### config.mk
export PLATFORM = sky130hd
export DESIGN_NAME = pacc_ch2_diag
export DESIGN_NICKNAME = d
export VERILOG_FILES = /design/src/pacc_pkg.sv /design/src/pacc_ch2_diag.sv
export SDC_FILE = /design/constraint.sdc
export NUM_CORES = 1
export LEC_CHECK = 0
export CAP_MARGIN = 30
export CORE_MARGIN = 2
export CORE_UTILIZATION = 65
export DETAILED_ROUTE_END_ITERATION = 8
export DONT_BUFFER_PORTS = 1
export PLACE_DENSITY = 0.81
export SETUP_SLACK_MARGIN = 0.4
export SLEW_MARGIN = 40
export SYNTH_ARGS = -nofsm -noshare
export SYNTH_HDL_FRONTEND = slang
export SYNTH_SLANG_ARGS = --single-unit
### constraint.sdc
create_clock -name pclk -period 6.95 [get_ports pclk]
set_input_delay 1.39 -clock pclk [delete_from_list [all_inputs] [get_ports pclk]]
set_output_delay 1.39 -clock pclk [all_outputs]
set_load 0.05 [all_outputs]
### src/pacc_pkg.sv
/*
  Package for the channel 2 configuration/status and diagnostics block.
  Assumes an APB slave with 32-bit data and word-aligned registers.
*/
package pacc_pkg;

  // Register byte addresses and word indexes.
  localparam logic [7:0] CFG_PRIMARY_ADDR   = 8'h30; // Module primary config word.
  localparam logic [7:0] CH2_CFG_ADDR       = 8'h38; // Printed word offset 14, times four.
  localparam logic [7:0] DIAG_STATUS_ADDR   = 8'h40; // Sticky event status, clear on read.
  localparam logic [7:0] DIAG_MASK_ADDR     = 8'h44; // Event mask.
  localparam logic [7:0] DIAG_LEVEL_ADDR    = 8'h48; // Live diagnostic levels.
  localparam logic [7:0] CH2_CFG_INDEX      = 8'h0e; // Printed word offset of the channel 2 word.
  localparam logic [7:0] ATTN_LIMIT_INDEX   = 8'h0c; // Attention below this word offset.

  // Primary configuration word fields.
  localparam int CFG_CONFIGURED_BIT = 0;
  localparam int CFG_FORCE_ERR_BIT  = 1;

  // Channel 2 word fields.
  localparam int CH2_EN_POL_BIT     = 10;
  localparam int CH2_DB_BYPASS_BIT  = 11;
  localparam int CH2_EN_LIVE_BIT    = 12;
  localparam int CH2_SRC_LSB        = 14;
  localparam int CH2_FUSE_BIT       = 6;
  localparam logic [15:0] CH2_WR_MASK = 16'hcfbc; // Bits written and read back.
  localparam logic [15:0] CH2_RESET   = 16'h0000;

  // Diagnostic event bit positions.
  localparam int EV_WDOG  = 0;
  localparam int EV_FUSE  = 1;
  localparam int EV_FORCE = 2;
  localparam int EV_WIDTH = 3;

  // Timing at 250 MHz.
  localparam int CLK_MHZ          = 250;
  localparam int DEBOUNCE_US      = 1;
  localparam int DEBOUNCE_CYCLES  = DEBOUNCE_US * CLK_MHZ;
  localparam int WDOG_MS_DEFAULT  = 10;
  localparam int WDOG_CYCLES_DEF  = WDOG_MS_DEFAULT * 1000 * CLK_MHZ;
  localparam int COMM_HOLD_CYCLES = 1000 * CLK_MHZ; // Lamp stays lit 1 ms after an access.
  localparam int TB_1K_CYCLES     = 1000 * CLK_MHZ / 2; // Half periods of the timebases.
  localparam int TB_10K_CYCLES    = 100 * CLK_MHZ / 2;
  localparam int TB_100K_CYCLES   = 10 * CLK_MHZ / 2;

  // Count source encodings.
  typedef enum logic [1:0] {
    SRC_EXT  = 2'b00,
    SRC_1K   = 2'b01,
    SRC_10K  = 2'b10,
    SRC_100K = 2'b11
  } count_src_t;

  // Lamps grouped for the front panel.
  typedef struct packed {
    logic       comm;
    logic       ext_fault;
    logic       int_fault;
    logic [1:0] channel_enable_lamps;
  } lamps_t;

endpackage : pacc_pkg

### src/pacc_ch2_diag.sv
/*
  Channel 2 upper configuration/status bits, count source selection, enable and
  snapshot conditioning, diagnostic lamps, watchdog and error/attention flag.
  Assumes synchronous field inputs and a single APB master on pclk.
  The watchdog period is a parameter and benches set it short. Attention is
  shown as pslverr while writes still land, so the force-error bit at word
  index 12 can always be cleared again. The timebases free-run from reset.
*/
`timescale 1ns/100ps

module pacc_ch2_diag
#(
  parameter int WDOG_CYCLES = pacc_pkg::WDOG_CYCLES_DEF
)(
  input  wire logic            pclk,
  input  wire logic            presetn,
  input  wire logic            psel,
  input  wire logic            penable,
  input  wire logic            pwrite,
  input  wire logic [7:0]      paddr,
  input  wire logic [31:0]     pwdata,
  output logic                 pready,
  output logic [31:0]          prdata,
  output logic                 pslverr,
  input  wire logic [1:0]      enable_in,
  input  wire logic            snapshot_in,
  input  wire logic            count_in,
  input  wire logic            fuse_blown,
  output logic                 count_tick,
  output logic                 counter_run,
  output logic                 snapshot_cond,
  output logic                 error_flag,
  output logic                 irq,
  output pacc_pkg::lamps_t     lamps
);
  import pacc_pkg::*;

  typedef enum logic [1:0] {
    ST_IDLE   = 2'b00,
    ST_ACCESS = 2'b01
  } bus_state_t;

  logic [15:0]         ch2_cfg;
  logic [1:0]          primary_cfg;
  logic [EV_WIDTH-1:0] ev_status;
  logic [EV_WIDTH-1:0] ev_mask;
  bus_state_t          bus_state;
  logic                en_db;
  logic                snap_db;
  logic [15:0]         en_cnt;
  logic [15:0]         snap_cnt;
  logic                en_cond;
  logic                snap_sel;
  logic [31:0]         wdog_cnt;
  logic                wdog_fault;
  logic [31:0]         comm_cnt;
  logic [19:0]         tb_cnt [3];
  logic [2:0]          tb_lvl;
  logic                src_lvl;
  logic                src_prev;
  logic                int_fault;
  logic                ext_fault;
  logic                access;
  logic                wr_en;
  logic                rd_en;
  logic [EV_WIDTH-1:0] ev_now;

  // Byte address to printed word index.
  function automatic logic [7:0] word_index(input logic [7:0] a);
    word_index = {2'b00, a[7:2]};
  endfunction : word_index

  ////////////////////////////////////////////////////////////////////////////
  // Bus decode: every access finishes in its first access cycle; the state
  // check keeps a stray penable without a setup cycle from acting.
  assign access = psel && penable && (bus_state == ST_ACCESS);
  assign wr_en  = access && pwrite;
  assign rd_en  = access && !pwrite;

  // Bus state tracks setup and access phases.
  always_ff @(posedge pclk or negedge presetn)
  begin
    if (!presetn)
      bus_state <= ST_IDLE;
    else if (psel && !penable)
      bus_state <= ST_ACCESS;
    else
      bus_state <= ST_IDLE;
  end

  // Configuration writes; bit 12 and bit 13 are never stored.
  always_ff @(posedge pclk or negedge presetn)
  begin
    if (!presetn)
    begin
      ch2_cfg     <= CH2_RESET;
      primary_cfg <= 2'b00;
      ev_mask     <= '0;
    end
    else if (wr_en)
    begin
      if (paddr == CH2_CFG_ADDR)
        ch2_cfg <= pwdata[15:0] & CH2_WR_MASK;
      if (paddr == CFG_PRIMARY_ADDR)
        primary_cfg <= pwdata[1:0];
      if (paddr == DIAG_MASK_ADDR)
        ev_mask <= pwdata[EV_WIDTH-1:0];
    end
  end

  // Sticky events; a new event wins over the read that clears.
  // Bit order follows the event positions: force error, fuse, watchdog.
  assign ev_now = {primary_cfg[CFG_FORCE_ERR_BIT], fuse_blown, wdog_fault};
  always_ff @(posedge pclk or negedge presetn)
  begin
    if (!presetn)
      ev_status <= '0;
    else if (rd_en && paddr == DIAG_STATUS_ADDR)
      // Only the bits returned at the setup edge are cleared, so none is lost.
      ev_status <= (ev_status & ~prdata[EV_WIDTH-1:0]) | ev_now;
    else
      ev_status <= ev_status | ev_now;
  end

  // Read data, ready and attention/error answer.
  always_ff @(posedge pclk or negedge presetn)
  begin
    if (!presetn)
    begin
      prdata  <= '0;
      pready  <= 1'b0;
      pslverr <= 1'b0;
    end
    else
    begin
      pready  <= psel && !penable;
      pslverr <= 1'b0;
      prdata  <= '0;
      if (psel && !penable)
      begin
        if (error_flag && word_index(paddr) < ATTN_LIMIT_INDEX)
          pslverr <= 1'b1;
        else if (!pwrite)
        begin
          case (paddr)
            CH2_CFG_ADDR:
              prdata <= {16'h0000, ch2_cfg[15:14], 1'b0, en_cond, ch2_cfg[11:7],
                         fuse_blown, ch2_cfg[5:0]};
            CFG_PRIMARY_ADDR: prdata <= {30'h0, primary_cfg};
            DIAG_STATUS_ADDR: prdata <= {29'h0, ev_status};
            DIAG_MASK_ADDR:   prdata <= {29'h0, ev_mask};
            DIAG_LEVEL_ADDR:  prdata <= {29'h0, ev_now};
            default:          pslverr <= 1'b1;
          endcase
        end
        else if (paddr != CH2_CFG_ADDR && paddr != CFG_PRIMARY_ADDR &&
                 paddr != DIAG_MASK_ADDR)
          pslverr <= 1'b1;
      end
    end
  end

  ////////////////////////////////////////////////////////////////////////////
  // Debounce of enable and snapshot, bypassable.
  // A new level must hold for the debounce count before the filtered copy follows.
  always_ff @(posedge pclk or negedge presetn)
  begin
    if (!presetn)
    begin
      en_db    <= 1'b0;
      en_cnt   <= '0;
    end
    else if (enable_in[1] == en_db)
      en_cnt <= '0;
    else if (en_cnt == 16'(DEBOUNCE_CYCLES - 1))
    begin
      en_db  <= enable_in[1];
      en_cnt <= '0;
    end
    else
      en_cnt <= en_cnt + 16'h0001;
  end

  always_ff @(posedge pclk or negedge presetn)
  begin
    if (!presetn)
    begin
      snap_db  <= 1'b0;
      snap_cnt <= '0;
    end
    else if (snapshot_in == snap_db)
      snap_cnt <= '0;
    else if (snap_cnt == 16'(DEBOUNCE_CYCLES - 1))
    begin
      snap_db  <= snapshot_in;
      snap_cnt <= '0;
    end
    else
      snap_cnt <= snap_cnt + 16'h0001;
  end

  assign en_cond  = ch2_cfg[CH2_DB_BYPASS_BIT] ? enable_in[1] : en_db;
  assign snap_sel = ch2_cfg[CH2_DB_BYPASS_BIT] ? snapshot_in  : snap_db;

  // Run and snapshot outputs to the counter.
  always_ff @(posedge pclk or negedge presetn)
  begin
    if (!presetn)
    begin
      counter_run   <= 1'b0;
      snapshot_cond <= 1'b0;
    end
    else
    begin
      counter_run   <= en_cond ^ ch2_cfg[CH2_EN_POL_BIT];
      snapshot_cond <= snap_sel;
    end
  end

  ////////////////////////////////////////////////////////////////////////////
  // Internal timebases as square waves.
  localparam int TB_HALF [3] = '{TB_1K_CYCLES, TB_10K_CYCLES, TB_100K_CYCLES};
  for (genvar g = 0; g < 3; g++)
  begin : g_tb
    always_ff @(posedge pclk or negedge presetn)
    begin
      if (!presetn)
      begin
        tb_cnt[g] <= '0;
        tb_lvl[g] <= 1'b0;
      end
      else if (tb_cnt[g] == 20'(TB_HALF[g] - 1))
      begin
        tb_cnt[g] <= '0;
        tb_lvl[g] <= ~tb_lvl[g];
      end
      else
        tb_cnt[g] <= tb_cnt[g] + 20'h00001;
    end
  end

  // Source select and one-cycle tick on rising edge of the source.
  // A change of source can give one false tick, so users skip a few cycles.
  always_comb
  begin
    case (count_src_t'(ch2_cfg[15:14]))
      SRC_EXT:  src_lvl = count_in;
      SRC_1K:   src_lvl = tb_lvl[0];
      SRC_10K:  src_lvl = tb_lvl[1];
      SRC_100K: src_lvl = tb_lvl[2];
      default:  src_lvl = count_in;
    endcase
  end

  always_ff @(posedge pclk or negedge presetn)
  begin
    if (!presetn)
    begin
      src_prev   <= 1'b0;
      count_tick <= 1'b0;
    end
    else
    begin
      src_prev   <= src_lvl;
      count_tick <= src_lvl && !src_prev;
    end
  end

  ////////////////////////////////////////////////////////////////////////////
  // Watchdog, restarted by any access.
  // The timeout fault holds until the next access, which is what clears it.
  always_ff @(posedge pclk or negedge presetn)
  begin
    if (!presetn)
    begin
      wdog_cnt   <= '0;
      wdog_fault <= 1'b0;
    end
    else if (access)
    begin
      wdog_cnt   <= '0;
      wdog_fault <= 1'b0;
    end
    else if (wdog_cnt == 32'(WDOG_CYCLES - 1))
      wdog_fault <= 1'b1;
    else
      wdog_cnt <= wdog_cnt + 32'h1;
  end

  // Communications activity hold.
  // The hold keeps the lamp visible between sparse polls of the controller.
  always_ff @(posedge pclk or negedge presetn)
  begin
    if (!presetn)
      comm_cnt <= '0;
    else if (access)
      comm_cnt <= 32'(COMM_HOLD_CYCLES);
    else if (comm_cnt != '0)
      comm_cnt <= comm_cnt - 32'h1;
  end

  assign int_fault = primary_cfg[CFG_FORCE_ERR_BIT] || wdog_fault;
  assign ext_fault = fuse_blown;

  // Lamps, error flag and interrupt.
  always_ff @(posedge pclk or negedge presetn)
  begin
    if (!presetn)
    begin
      lamps      <= '0;
      error_flag <= 1'b0;
      irq        <= 1'b0;
    end
    else
    begin
      lamps.comm                 <= access || comm_cnt != '0;
      lamps.ext_fault            <= ext_fault;
      lamps.int_fault            <= int_fault;
      lamps.channel_enable_lamps <= {en_cond, enable_in[0]};
      error_flag                 <= int_fault || ext_fault;
      irq                        <= |(ev_status & ev_mask);
    end
  end

endmodule : pacc_ch2_diag

* After elaboration in Yosys (flattened, before gate mapping) *
Index checks and enable logic that the tools add are counted.

storage, ports and cells
  input port bits = 50
  word-level logic and storage cells = 125
  register bits after elaboration = 227
  output and inout bits = 44

operators by class
  $lt $le $gt $ge = 1
  multiplexer cells = 27
  add/sub/neg operators = 7
  bitwise logic cells = 11
  reduce and logical (&&, ||, !) cells = 27
  eq/ne operators = 21

operator list
  cell                                                         count
  2-to-1 mux 32 bit                                            6
  2-to-1 mux 16 bit                                            5
  one-hot mux 16 bit (5 select lines)                          1
  adder 20 x 1 -> 20 bit (second input constant)               3
  2-to-1 mux 20 bit                                            3
  adder 16 x 1 -> 16 bit (second input constant)               2
  adder 32 x 1 -> 32 bit (second input constant)               1
  equality test 16 x 8 -> 1 bit (second input constant)        2
  equality test 32 x 22 -> 1 bit (second input constant)       1
  nonzero test 32 bit                                          1
  subtractor 32 x 1 -> 32 bit (second input constant)          1
  equality test 8 x 7 -> 1 bit (second input constant)         3
  equality test 20 x 11 -> 1 bit (second input constant)       1
  equality test 20 x 14 -> 1 bit (second input constant)       1
  equality test 20 x 17 -> 1 bit (second input constant)       1
  equality test 8 x 6 -> 1 bit (second input constant)         2
  != test 8 x 6 -> 1 bit (second input constant)               2
  logical AND 1 bit                                            10
  2-to-1 mux 1 bit                                             10
  AND reduction 2 bit                                          5
  != test 8 x 7 -> 1 bit (second input constant)               1
  AND 3 bit                                                    2
  less-than comparator 6 x 4 -> 1 bit (second input constant)  1
  OR 3 bit                                                     2
  16 further kinds                                             27

* Depth between registers and ports, before layout *
Gate-level depths: netlist of run 1.

  depth after elaboration = 7
  depth in mapped cells = 11
  mapped depth without buffers = 8

* Worst setup path after synthesis of run 1 *
No wires, ideal clock.

  kind = input port to flip-flop
  from = in paddr[5]
  to = reg ev_mask[0]
  stages on the path = 5
  arrival = 2.801 ns
  setup slack = 4.024 ns
  data required time = 6.825 ns
  library setup time = 0.125 ns
  buffers on the path = 0
  path through = nand2b_1 -> or3_1 -> nor3_1 -> and3_1 -> mux2_2

on the way
  longest elaborated chain between the ends = 2

RTL lines
  item                                  line                  RTL
  start: declaration                    pacc_ch2_diag.sv:20   input wire logic [7:0] paddr,
  equality test 8 x 7 -> 1 bit          pacc_ch2_diag.sv:106  if (paddr == DIAG_MASK_ADDR)
  AND reduction 2 bit (no source line)  -
  end signal: assignment                pacc_ch2_diag.sv:107  ev_mask <= pwdata[EV_WIDTH-1:0];
  end: declaration                      pacc_ch2_diag.sv:46   logic [EV_WIDTH-1:0] ev_mask;

No other way between the ends.
A chain may end at the register's enable or synchronous reset.

* Worst setup path after layout of run 1 *
  from = reg comm_cnt[0]
  to = reg comm_cnt[5]

on the way
  longest elaborated chain between the ends = 3
  elaborated cells on any way between the ends = 5
  classes of those cells = add/sub: 1; mux: 2; reduce/logical: 2

RTL lines
  item                         line                  RTL
  start: declaration           pacc_ch2_diag.sv:56   logic [31:0] comm_cnt;
  start signal: assignment     pacc_ch2_diag.sv:297  comm_cnt <= 32'(COMM_HOLD_CYCLES);
  start signal: assignment     pacc_ch2_diag.sv:299  comm_cnt <= comm_cnt - 32'h1;
  subtractor 32 x 1 -> 32 bit  pacc_ch2_diag.sv:299
  2-to-1 mux 32 bit            pacc_ch2_diag.sv:298  else if (comm_cnt != '0)
  2-to-1 mux 32 bit            pacc_ch2_diag.sv:296  else if (access)

Parallel ways exist; a longest one is shown, timed or not. The select of a mux whose other input is x is not followed.

==> metrics.md, run 1 <==
| Metric | Value |
|---|---|
| Critical path, cell by cell | inv_1, ha_1, or4b_1, or3b_1, or4_1, nand2_1, xor2_1, nor2_1 |
| Most used flip-flop cell after synthesis | sky130_fd_sc_hd__dfrtp_1 |
| Quantity of gates resized following cts | 0 |
| Number of library cell types mapped by synthesis | approximately 50 |
| Area of the die | about 16000 um2 |
| Period utilisation layout | 46.6% |
| Capturing element type of the critical path | flop |
| Pwr dens | 263 nW/um2 |
| Capture instance of the worst register-to-register path | comm_cnt[5]$_DFFE_PN0P_ |
| F_max | slightly above 300 MHz |
| TritonCTS buffer count | 22 |
| Startpoint-to-endpoint class of the critical path | flop to flop |
| Leakage dissipation | around 4.8 nW |
| Max-slew violations | 0 |
| Utilization after layout | between 70% and 80% |
| Routed vias/inst | about 5.7 |
| Count of maximum capacitance violations | 0 |
| Std cell rows | 44 |
| Max-slew headroom at the worst pin | 53.8% |
| Synthesis-to-layout area growth | 9.19% |
| Hold path startpoint | src_prev$_DFF_PN0_ |
| Clock Sink Count | roughly 210 |
| Detailed-routing iteration count for the pre-antenna-repair pass | 5 |
| Met3 global-route usage | between 4 and 5% |
| Reg2Reg Setup Slack | between 3000 and 4000 ps |
| Post-synth EDFFs | 0 |
| Horizontal die dimension | 126 um |
| Setup repair after global routing missed its margin | no |
| WHS Path Cells | 1 |
| Sequential area share after synthesis | 54.4% |
| Startpoint of the worst-slack reg-to-reg timing path | comm_cnt[0]$_DFFE_PN0P_ |
| Count of placed standard cells including taps | about 1100 |
| GRT overflow | 0 |
| Cell taking the most area after synthesis | sky130_fd_sc_hd__dfrtp_1 |
| Data required time of the worst path | 7300 ps |
| Slowest stage cell, crit path | sky130_fd_sc_hd__or4_1 |
| GR Util met1 | between 30% and 40% |
| Nets | 974 |
| Number of antenna violations at the first check in global routing | 0 |
| Total count of hold-check failures in the final report | 0 |
| Final setup fails | 0 |
| Cells taking the most area after synthesis | sky130_fd_sc_hd__dfrtp_1 54%, sky130_fd_sc_hd__xor2_1 7.7%, sky130_fd_sc_hd__nor2_1 5.2%, sky130_fd_sc_hd__xnor2_1 5.1%, sky130_fd_sc_hd__nand3_1 3.3% |
| Placement-stage cell area | between 9000 and 10000 um2 |
| Highest-utilization routing layer at the global route stage | met2 |
| Detailed-route wire length | approximately 17000 um |
| Via count of the first global-routing pass | between 6000 and 7000 |
| First-pass GRT wire length | roughly 30000 um |
| Gate count after technology mapping | between 900 and 1000 |
| Total global routing track utilization | between 20 and 25% |
| Clock tree from TritonCTS | done |
| Final weighted congestion in routability-driven placement | between 0.7 and 0.8 |
| Number of primary I/O pins | between 90 and 100 |
| Die height | about 130 um |
| Type of the most critical hold path | flop to flop |
| Dpl hpwl | 10800 um |
| Max Fanout on Critical Path | 18 |
| Buffer type at the clock tree root | sky130_fd_sc_hd__clkbuf_16 |
| Time the final worst path needs with I/O delays and setup | 3240 ps |
| Seq cells post-synth | about 210 |
| Arrival time at the worst endpoint | about 3600 ps |
| Number of buffers added on ports | 0 |
| Clock-pin slew on the worst setup and hold paths | roughly 60 ps |
| Final std cell area, no fill | ~11000 um2 |
| Core area | 14500 um2 |
| Delay of the slowest cell on the worst path | approximately 750 ps |
| Critical path startpoint category | flop |
| Number of DRC markers after the initial detailed-route iteration | about 450 |
| Hold-critical path endpoint | count_tick$_DFF_PN0_ |
| Antenna fix cells | 0 |
| Most frequently used cell type in the post-synthesis netlist | sky130_fd_sc_hd__dfrtp_1 |
| Combined area of all synthesized cells | between 9000 and 10000 um2 |
| Cts hold-fix bufs | 0 |
| Yosys warning total | 0 |
| Top post-synthesis cells by count | 209 x sky130_fd_sc_hd__dfrtp_1, 132 x sky130_fd_sc_hd__nor2_1, 85 x sky130_fd_sc_hd__xor2_1 |
| Worst-margin pin slew | 674 ps |
| Proportion of register bits with asynchronous set or reset after synthesis | 100% |
| Clock tree skew after final layout | roughly 13 ps |
| Post-Syn Area per Cell | approximately 11 um2 |
| Run status | finished clean |
| Buffers from clock root to sink, at most | 3 |
| Count of non-filler cells in the finished layout | about 1100 |
| Setup Fix Bufs, Post-CTS | 0 |
| Sum of negative setup slack | 0 ps |
| Reg2Reg Depth | 8 |
| Remaining antenna violation count after routing | 0 |
| Proportion of layout cells with a drive suffix above 1 | 7.53% |
| WL/cell | 15.5 um |
| Maximum resistive drop on vdd | approximately 0.22 mV |
| H-tree levels | 1 |
| Fraction of post-synthesis cell area in the top cell type by area | between 50% and 60% |
| Vias post-DR | 6314 |
| Met2 track demand over resource in global routing | 36.0% |
| Starting Density | between 60% and 70% |
| Remaining design rule violation count | 0 |
| Maximum number of pins on one net before global-route repair | 210 |
| Clock latency reported for the late side of the worst-skew pair | approximately 500 ps |
-- cell type report --
cell class                      count  area (um2)
Sequential cell                   209        5230
Multi-Input combinational cell    668        4230
Fill cell                        1014        3980
Clock buffer                       27         611
Clock inverter                     12         140
Inverter                           10        37.5
Timing Repair Buffer                3        26.3
Tap cell                          184         230
-- worst max path at each step --
| stage | start | endpoint | slack, ps | cells past startpoint |
|---|---|---|---|---|
| 2_1_floorplan | paddr[5] | ev_mask[0]$_DFFE_PN0P_ | 4020 | 5 |
| 5_1_grt | comm_cnt[0]$_DFFE_PN0P_ | comm_cnt[5]$_DFFE_PN0P_ | 3550 | 8 |
| 3_5_place_dp | penable | ch2_cfg[15]$_DFFE_PN0P_ | 3440 | 4 |
| 6_report | comm_cnt[0]$_DFFE_PN0P_ | comm_cnt[5]$_DFFE_PN0P_ | 3710 | 8 |
| 3_3_place_gp | penable | ch2_cfg[10]$_DFFE_PN0P_ | 3450 | 4 |
| 4_1_cts | comm_cnt[0]$_DFFE_PN0P_ | comm_cnt[5]$_DFFE_PN0P_ | 3750 | 8 |
-- logic make-up after synthesis --
family                     share of synthesized area [%]
buffers and inverters                               2.71
xor gates and xnor gates                            12.8
other                                             0.0390
and+or+nand+nor                                     23.4
adders and majority gates                           1.30
muxes                                               3.01
DFF                                                 54.4
AOI/OAI and AO/OA                                   2.35
-- worst max-delay path, delay by kind of cell (launching register included) --
kind | cells | cell delay (ps)
buffers and inverters | 1 | 90
XOR/XNOR | 1 | 210
adder cells (fa/ha/maj) | 1 | 190
AND/OR/NAND/NOR | 5 | 2160
flip-flops | 1 | 450
-- cells in the final DEF (no fill, tap or decap), types with 10 or more instances in the layout --
master | netlist | final
sky130_fd_sc_hd__and4_1 | 14 | 14
sky130_fd_sc_hd__mux2_2 | 21 | 21
sky130_fd_sc_hd__ha_1 | 10 | 10
sky130_fd_sc_hd__nor3_1 | 18 | 18
sky130_fd_sc_hd__inv_1 | 10 | 10
sky130_fd_sc_hd__xnor2_1 | 56 | 56
sky130_fd_sc_hd__a21oi_1 | 11 | 11
sky130_fd_sc_hd__xor2_1 | 85 | 85
sky130_fd_sc_hd__nor4b_1 | 10 | 10
sky130_fd_sc_hd__and3_1 | 27 | 26
sky130_fd_sc_hd__conb_1 | 1 | 17
sky130_fd_sc_hd__and2_1 | 18 | 18
sky130_fd_sc_hd__nand4_1 | 19 | 19
sky130_fd_sc_hd__clkbuf_16 | 0 | 23
sky130_fd_sc_hd__nand3_1 | 63 | 63
sky130_fd_sc_hd__nand2_1 | 78 | 78
sky130_fd_sc_hd__dfrtp_1 | 209 | 209
sky130_fd_sc_hd__nor2_1 | 132 | 132
sky130_fd_sc_hd__nor4_1 | 20 | 19
-- where the power goes --
group / switching (W) / internal (W)
sequential: 0.0000790 / 0.00128
clock: 0.000463 / 0.000735
combinational: 0.000126 / 0.0000813
-- layer usage --
metal | share of wire, % | vias up
li1 | - | 3087
met1 | 46 | 3086
met2 | 48 | 113
met3 | 4.3 | 28
met4 | 2.0 | 0
met5 | 0 | -
-- stage by stage --
stage          power, W  setup WS [ps]  hold slack (ps)
2_1_floorplan   0.00154           4020              378
3_3_place_gp    0.00157           3450              394
3_5_place_dp    0.00158           3440              401
4_1_cts         0.00278           3750              418
5_1_grt         0.00287           3550              441
6_report        0.00276           3710              417
-- flip-flops by register name, indices dropped and copies added, names as in the netlist, 3 cells and up --
| signal | flops |
|---|---|
| ev_mask | 3 |
| lamps | 5 |
| snap_cnt | 16 |
| ev_status | 3 |
| tb_cnt | 60 |
| prdata | 15 |
| wdog_cnt | 32 |
| ch2_cfg | 11 |
| en_cnt | 16 |
| comm_cnt | 32 |
| tb_lvl | 3 |
Power figures use the tool's default switching activity.
==> run 2, diff against run 1 <==
Settings changed: CORE_UTILIZATION 65 to 57, PLACE_DENSITY 0.81 to 0.75.
Clock period 6.95 ns to 2.95 ns, I/O delays scaled along.
==> run 2 against run 1 <==
The flow now finishes with violations (negative hold slack). Sequential power grew 140%. Die area grew 14%. Sequential cell count unchanged. Design area rose by 2.2%. Clock power rose by 130%. Sequential share of layout area is 1.1 points lower. Critical endpoint is now comm_cnt[13]$_DFFE_PN0P_. Largest cell class unchanged. Largest power group unchanged.
==> metrics.md, run 2 (same netlist as run 1, synthesis figures left out) <==
| Metric | Value |
|---|---|
| Routed vias/inst | 5.50 (was 5.67) |
| Part of the total power dissipated in the clock network | 42.6% (was 43.4%) |
| Data required time of the worst path | 3320 ps (was 7300 ps) |
| Switching Share | 25.3% (was 24.2%) |
| Die height | 134 um (was 126 um) |
| Critical path startpoint category | flop (unchanged) |
| Number of flip-flops in the largest register | 60 (unchanged) |
| Commonest non-fill, non-tap cells in the layout | 209 x sky130_fd_sc_hd__dfrtp_1, 131 x sky130_fd_sc_hd__nor2_1, 85 x sky130_fd_sc_hd__xor2_1, 78 x sky130_fd_sc_hd__nand2_1, 59 x sky130_fd_sc_hd__nand3_1 (was 209 x sky130_fd_sc_hd__dfrtp_1, 132 x sky130_fd_sc_hd__nor2_1, 85 x sky130_fd_sc_hd__xor2_1, 78 x sky130_fd_sc_hd__nand2_1, 63 x sky130_fd_sc_hd__nand3_1) |
| Sum of negative setup slack | 0 ps (unchanged) |
| Sum of met3 wire segment lengths after detailed routing | 710 um (was 739 um) |
| Clock-pin slew on the worst setup and hold paths | 60 ps (about the same) |
| Type of the most critical hold path | primary input to async pin (was flop to flop) |
| Worst-case setup slack after placement | 187 ps (was 3440 ps) |
| Run status | finished, violations left (was finished clean) |
| TritonCTS buffer count | 23 (was 22) |
| F_max | 386 MHz (was 309 MHz) |
| Starting Density | 58.2% (was 66.4%) |
| Max Used Layer | met4 (unchanged) |
| Max-slew violations | 0 (unchanged) |
| Clock tree from TritonCTS | done (unchanged) |
| Core area | 16500 um2 (was 14500 um2) |
| Max Fanout on Critical Path | 5 (was 18) |
| Routed met2 length | 8470 um (was 8280 um) |
| Clock Sink Count | 209 (unchanged) |
| Leakage dissipation | 4.84 nW (was 4.76 nW) |
| Switching power summed over all nets | 0.00167 W (was 0.000669 W) |
| Maximum resistive drop on vdd | 0.422 mV (was 0.218 mV) |
| Final weighted congestion in routability-driven placement | 0.819 (was 0.796) |
| Detailed-routing iteration count for the pre-antenna-repair pass | 4 (was 5) |
| Count of maximum capacitance violations | 0 (unchanged) |
| Top register by number of flip-flops | tb_cnt (unchanged) |
| Remaining design rule violation count | 0 (unchanged) |
| Final setup fails | 0 (unchanged) |
| Setup repair after global routing missed its margin | yes (was no) |
| Nets | 997 (was 974) |
| Setup slack after layout | 361 ps (was 3710 ps) |
| Clock tree skew after final layout | 14.4 ps (was 12.6 ps) |
| Total global routing track utilization | 20.4% (was 22.5%) |
| Buffers from clock root to sink, at most | 3 (unchanged) |
| Synthesis-to-layout area growth | 11.6% (was 9.19%) |
| H-tree levels | 1 (unchanged) |
| Worst-margin pin slew | 669 ps (was 674 ps) |
| Area of the die | 17900 um2 (was 15800 um2) |
| Comb power frac | 8.8% (was 7.5%) |
| Via count of the first global-routing pass | 6320 (was 6263) |
| Startpoint-to-endpoint class of the critical path | flop to flop (unchanged) |
| Maximum number of pins on one net before global-route repair | 210 (unchanged) |
| Horizontal die dimension | 134 um (was 126 um) |
| WL/cell | 15.2 um (was 15.5 um) |
| Regs by FF count | tb_cnt x60, comm_cnt x32, wdog_cnt x32 (unchanged) |
| P_int | 0.00493 W (was 0.00210 W) |
| Failing checks | negative hold slack |
| Placement-stage cell area | 9870 um2 (was 9720 um2) |
| Total count of hold-check failures in the final report | 209 (was 0) |
| Proportion of layout cells with a drive suffix above 1 | 10.5% (was 7.53%) |
| Arrival time at the worst endpoint | 2960 ps (was 3590 ps) |
| Pwr dens | 614 nW/um2 (was 263 nW/um2) |
| Clock latency reported for the late side of the worst-skew pair | 520 ps (was 500 ps) |
| Vias post-DR | 6441 (was 6314) |
| Number of buffers added on ports | 0 (unchanged) |
| Detailed-route wire length | 17800 um (was 17200 um) |
| Final std cell area, no fill | 10700 um2 (was 10500 um2) |
| Std cell rows | 47 (was 44) |
| Capturing element type of the critical path | flop (unchanged) |
| Max-slew headroom at the worst pin | 54.7% (was 53.8%) |
| Number of DRC markers after the initial detailed-route iteration | 462 (was 453) |
| Period utilisation layout | 87.8% (was 46.6%) |
| Dpl hpwl | 11100 um (was 10800 um) |
| First-pass GRT wire length | 30200 um (was 29800 um) |
| Time the final worst path needs with I/O delays and setup | 2590 ps (was 3240 ps) |
| Number of antenna violations at the first check in global routing | 1 (was 0) |
| Buffer type at the clock tree root | sky130_fd_sc_hd__clkbuf_16 (unchanged) |
| Number of primary I/O pins | 94 (unchanged) |
| Met1 Routed Length | 8200 um (was 7850 um) |
| Hold Worst Slack | -227 ps (was 417 ps) |
| Leading cell type in the layout, fill and taps excluded | sky130_fd_sc_hd__dfrtp_1 (unchanged) |
| Sequential fraction of design power | 48.6% (was 49.1%) |
| Remaining antenna violation count after routing | 0 (unchanged) |
| GRT overflow | 0 (unchanged) |
## run 2: changes by cell type in the layout (fill, tap and decap cells not counted), moves of 2 or more
cell                       change
sky130_fd_sc_hd__buf_4        +20
sky130_fd_sc_hd__inv_2         +2
sky130_fd_sc_hd__inv_1         -2
sky130_fd_sc_hd__clkbuf_1      +2
sky130_fd_sc_hd__nand3_2       +4
sky130_fd_sc_hd__nand3_1       -4
## run 2: worst max-delay path, cell delays in order, from the launching register on
cell and delay [ps]:
sky130_fd_sc_hd__dfrtp_1 380, sky130_fd_sc_hd__inv_2 90, sky130_fd_sc_hd__ha_4 140, sky130_fd_sc_hd__or4b_4 470
sky130_fd_sc_hd__or3b_4 390, sky130_fd_sc_hd__or4_4 480, sky130_fd_sc_hd__buf_4 170, sky130_fd_sc_hd__nand3_1 100
sky130_fd_sc_hd__xor2_1 170, sky130_fd_sc_hd__nor2_1 60
## run 2: layout make-up
| type | instances | area, um2 |
|---|---|---|
| Fill cell | 1275 | 5790 |
| Sequential cell | 209 | 5230 |
| Multi-Input combinational cell | 668 | 4260 |
| Clock buffer | 29 | 618 |
| Tap cell | 220 | 275 |
| Timing Repair Buffer | 25 | 193 |
| Clock inverter | 10 | 118 |
| Inverter | 10 | 37.5 |
| Antenna cell | 1 | 2.50 |
## run 2: what timing repair did
action / 4_1_cts / 5_1_grt
gates resized for setup: 8 / 8
pin swaps: 4 / 10
endpoints found under the hold margin: 209 / 209
buffers inserted: 4 / 1
setup endpoints to repair: 21 / 21
cloned: 1 / 0
## run 2: per-layer routing
| metal | global-route usage (%) | up-vias |
|---|---|---|
| met5 | 0 | - |
| met2 | 33.4 | 104 |
| li1 | - | 3148 |
| met4 | 5.79 | 0 |
| met1 | 27.8 | 3159 |
| met3 | 4.23 | 30 |
## run 2: worst paths after layout
| check | cells after the start | start | slack, ps | endpoint |
|---|---|---|---|---|
| max | 9 | comm_cnt[1]$_DFFE_PN0P_ | 360 | comm_cnt[13]$_DFFE_PN0P_ |
| min | 0 | presetn | -230 | comm_cnt[27]$_DFFE_PN0P_ |
| max in group asynchronous | 0 | presetn | 2930 | tb_cnt[4]$_DFF_PN0_ |
| min in group pclk | 0 | enable_in[0] | 100 | lamps[0]$_DFF_PN0_ |
| max reg2reg | 9 | comm_cnt[1]$_DFFE_PN0P_ | 360 | comm_cnt[13]$_DFFE_PN0P_ |
| min reg2reg | 1 | src_prev$_DFF_PN0_ | 400 | count_tick$_DFF_PN0_ |
## run 2: power by group through the flow
stage | logic (W) | clock network (W) | registers (W)
2_1_floorplan | 0.000425 | 0 | 0.00321
3_3_place_gp | 0.000481 | 0 | 0.00324
3_5_place_dp | 0.000497 | 0 | 0.00325
4_1_cts | 0.000546 | 0.00286 | 0.00320
5_1_grt | 0.000651 | 0.00299 | 0.00322
6_report | 0.000580 | 0.00281 | 0.00321
## run 2: stage by stage
step | total power (W) | utilization [%] | cells
after floorplan | 0.00364 | - | 924
after global placement | 0.00372 | 59.7 | 1126
after detailed placement | 0.00374 | 59.7 | 1126
after CTS | 0.00661 | 64.6 | 1170
after global routing | 0.00687 | 64.9 | 1171
final | 0.00659 | 64.9 | 1172
==> run 3, diff against run 2 <==
Settings changed: BUFFER_PORTS_ARGS set to -buffer_cell sky130_fd_sc_hd__clkbuf_2, CORE_UTILIZATION 57 to 53, DONT_BUFFER_PORTS 1 to unset, PLACE_DENSITY 0.75 to 0.76.
==> run 3 against run 2 <==
The flow now finishes without violations. Clock-buffer cell count did not move. Critical endpoint is now comm_cnt[10]$_DFFE_PN0P_. Clock power rose by 7.8%. Fmax fell by 1.1%. Largest cell class unchanged.
==> metrics.md, run 3 (same netlist as run 1, synthesis figures left out) <==
| Metric | Value |
|---|---|
| Number of filler cells placed in the layout | 1438 (was 1275) |
| Area of the die | 19200 um2 (was 17900 um2) |
| Capturing element type of the critical path | flop (unchanged) |
| Clock Sink Count | 209 (unchanged) |
| Number of buffers added on ports | 57 (was 0) |
| Clock latency reported for the late side of the worst-skew pair | 520 ps (about the same) |
| WL/cell | 14.7 um (was 15.2 um) |
| Dpl hpwl | 11800 um (was 11100 um) |
| Final weighted congestion in routability-driven placement | 0.837 (was 0.819) |
| Starting Density | 53.7% (was 58.2%) |
| Clock tree from TritonCTS | done (unchanged) |
| Number of flip-flops in the largest register | 60 (unchanged) |
| Total count of hold-check failures in the final report | 0 (was 209) |
| Setup repair after global routing missed its margin | yes (unchanged) |
| Arrival time at the worst endpoint | 2990 ps (was 2960 ps) |
| Total global routing track utilization | 19.3% (was 20.4%) |
| Maximum number of pins on one net before global-route repair | 67 (was 210) |
| Leakage dissipation | 5.14 nW (was 4.84 nW) |
| Setup slack after layout | 331 ps (was 361 ps) |
| Detailed-routing iteration count for the pre-antenna-repair pass | 4 (unchanged) |
| Regs by FF count | tb_cnt x60, comm_cnt x32, wdog_cnt x32 (unchanged) |
| Die height | 139 um (was 134 um) |
| Time the final worst path needs with I/O delays and setup | 2620 ps (was 2590 ps) |
| Number of DRC markers after the initial detailed-route iteration | 349 (was 462) |
| Std cell rows | 49 (was 47) |
| Nets | 1059 (was 997) |
| Vias post-DR | 6709 (was 6441) |
| Period utilisation layout | 88.8% (was 87.8%) |
| Cts hold-fix bufs | 0 |
| TritonCTS buffer count | 23 (unchanged) |
| Type of the most critical hold path | primary input to async pin (unchanged) |
| Buffers from clock root to sink, at most | 3 (unchanged) |
| Detailed-route wire length | 18300 um (was 17800 um) |
| Routed vias/inst | 5.40 (was 5.50) |
| Final setup fails | 0 (unchanged) |
| Count of placed standard cells including taps | 1196 (was 1126) |
| H-tree levels | 1 (unchanged) |
| Antenna fix cells | 0 (was 1) |
| Startpoint-to-endpoint class of the critical path | flop to flop (unchanged) |
| First-pass GRT wire length | 31600 um (was 30200 um) |
| Max-slew violations | 0 (unchanged) |
| Count of maximum capacitance violations | 0 (unchanged) |
| Run status | finished clean (was finished, violations left) |
| Remaining antenna violation count after routing | 0 (unchanged) |
| Max-slew headroom at the worst pin | 49.9% (was 54.7%) |
| Max Fanout on Critical Path | 5 (unchanged) |
| Synthesis-to-layout area growth | 15.8% (was 11.6%) |
| Number of antenna violations at the first check in global routing | 0 (was 1) |
| Proportion of layout cells with a drive suffix above 1 | 15.8% (was 10.5%) |
| Sum of negative setup slack | 0 ps (unchanged) |
| Horizontal die dimension | 139 um (was 134 um) |
| Hold Worst Slack | 45.8 ps (was -227 ps) |
| Number of primary I/O pins | 94 (unchanged) |
| Core area | 17900 um2 (was 16500 um2) |
| Top register by number of flip-flops | tb_cnt (unchanged) |
| Maximum resistive drop on vdd | 0.463 mV (was 0.422 mV) |
| Delay of the slowest cell on the worst path | 470 ps (was 480 ps) |
| Via count of the first global-routing pass | 6682 (was 6320) |
| Worst-margin pin slew | 745 ps (was 669 ps) |
| Pwr dens | 618 nW/um2 (was 614 nW/um2) |
| Buffer type at the clock tree root | sky130_fd_sc_hd__clkbuf_16 (unchanged) |
| Clock-pin slew on the worst setup and hold paths | 60 ps (about the same) |
| Area taken by flip-flops and latches | 5230 um2 (unchanged) |
| Clock tree skew after final layout | 23.7 ps (was 14.4 ps) |
| F_max | 382 MHz (was 386 MHz) |
| Leading cell type in the layout, fill and taps excluded | sky130_fd_sc_hd__dfrtp_1 (unchanged) |
| Utilization after layout | 62.2% (was 64.9%) |
| Footprint of the multi-input gates | 4230 um2 (was 4260 um2) |
| GRT overflow | 0 (unchanged) |
| Slowest stage cell, crit path | sky130_fd_sc_hd__or4_4 (unchanged) |
| Critical path startpoint category | flop (unchanged) |
| Count of non-filler cells in the finished layout | 1243 (was 1172) |
| Worst-case setup slack after placement | 174 ps (was 187 ps) |
| Critical path, cell by cell | inv_1, ha_2, or4b_4, or3b_4, or4_4, buf_6, nor4b_2, xnor2_1, nor2_1 (was inv_2, ha_4, or4b_4, or3b_4, or4_4, buf_4, nand3_1, xor2_1, nor2_1) |
| Remaining design rule violation count | 0 (unchanged) |
| Commonest non-fill, non-tap cells in the layout | 209 x sky130_fd_sc_hd__dfrtp_1, 132 x sky130_fd_sc_hd__nor2_1, 84 x sky130_fd_sc_hd__xor2_1, 77 x sky130_fd_sc_hd__nand2_1, 62 x sky130_fd_sc_hd__nand3_1 (was 209 x sky130_fd_sc_hd__dfrtp_1, 131 x sky130_fd_sc_hd__nor2_1, 85 x sky130_fd_sc_hd__xor2_1, 78 x sky130_fd_sc_hd__nand2_1, 59 x sky130_fd_sc_hd__nand3_1) |
| Data required time of the worst path | 3320 ps (about the same) |
run 3: cell types whose count changed in the layout (fill, tap and decap cells not counted), moves of 2 or more:
cell,before,now
sky130_fd_sc_hd__bufinv_16,2,4
sky130_fd_sc_hd__clkbuf_8,2,4
sky130_fd_sc_hd__inv_1,8,10
sky130_fd_sc_hd__nand3_1,59,62
sky130_fd_sc_hd__clkinv_2,6,4
sky130_fd_sc_hd__inv_2,2,0
sky130_fd_sc_hd__nand3_2,4,0
sky130_fd_sc_hd__buf_12,0,2
sky130_fd_sc_hd__clkbuf_2,0,56
sky130_fd_sc_hd__buf_4,22,25
run 3: routing by layer:
metal / up-vias / share of wire [%] / wire (um) / GRT usage [%]
met4: 0 / 2.4 / 437 / 5.10
met3: 32 / 4.2 / 764 / 3.69
li1: 3254 / - / - / -
met2: 111 / 48 / 8840 / 32.1
met1: 3312 / 45 / 8280 / 26.5
met5: - / 0 / 0 / 0
run 3: what timing repair did:
action / in CTS / in global routing
buffers inserted: 4 / 2
endpoints found under the setup margin: 19 / 17
pin swaps: 0 / 10
gates resized for setup: 6 / 6
gates cloned: 1 / 0
run 3: critical path, delay by kind of cell (launching register included):
kind	cells	cell delay [ps]
and+or+nand+nor	5	1550
adders and majority gates	1	170
DFF	1	380
buffers and inverters	2	240
xor gates and xnor gates	1	150
run 3: power by group:
| part | total (W) | internal, W | switching (W) |
|---|---|---|---|
| sequential | 0.00317 | 0.00301 | 0.000155 |
| combinational | 0.000686 | 0.000267 | 0.000419 |
| clock | 0.00303 | 0.00186 | 0.00117 |
| total | 0.00689 | 0.00515 | 0.00174 |
run 3: layout make-up:
class / instances / share of cell area, %
clock buffer: 29 / 5.64
clock inverter: 11 / 1.57
inverter: 10 / 0.337
multi-input combinational: 668 / 38.0
sequential: 209 / 47.0
tap: 229 / 2.57
timing repair buffer: 87 / 4.93
run 3: path summary, 6_finish.rpt:
check                                        start                  endpoint  slack [ps]  cells past startpoint
setup / recovery           comm_cnt[0]$_DFFE_PN0P_  comm_cnt[10]$_DFFE_PN0P_         330                      9
min in group pclk                     enable_in[0]        lamps[0]$_DFF_PN0_         180                      1
hold reg to reg                 src_prev$_DFF_PN0_      count_tick$_DFF_PN0_         390                      1
max in group asynchronous                  presetn     snap_cnt[8]$_DFF_PN0_        2170                      2
hold / removal                             presetn   comm_cnt[4]$_DFFE_PN0P_          50                      1
setup reg to reg           comm_cnt[0]$_DFFE_PN0P_  comm_cnt[10]$_DFFE_PN0P_         330                      9
run 3: through the flow:
| step | cell area (um2) | total power [W] |
|---|---|---|
| final | 11100 | 0.00689 |
| after global routing | 11100 | 0.00717 |
| after CTS | 11100 | 0.00692 |
| after detailed placement | 10200 | 0.00383 |
| after global placement | 10200 | 0.00382 |
| after floorplan | 9680 | 0.00364 |
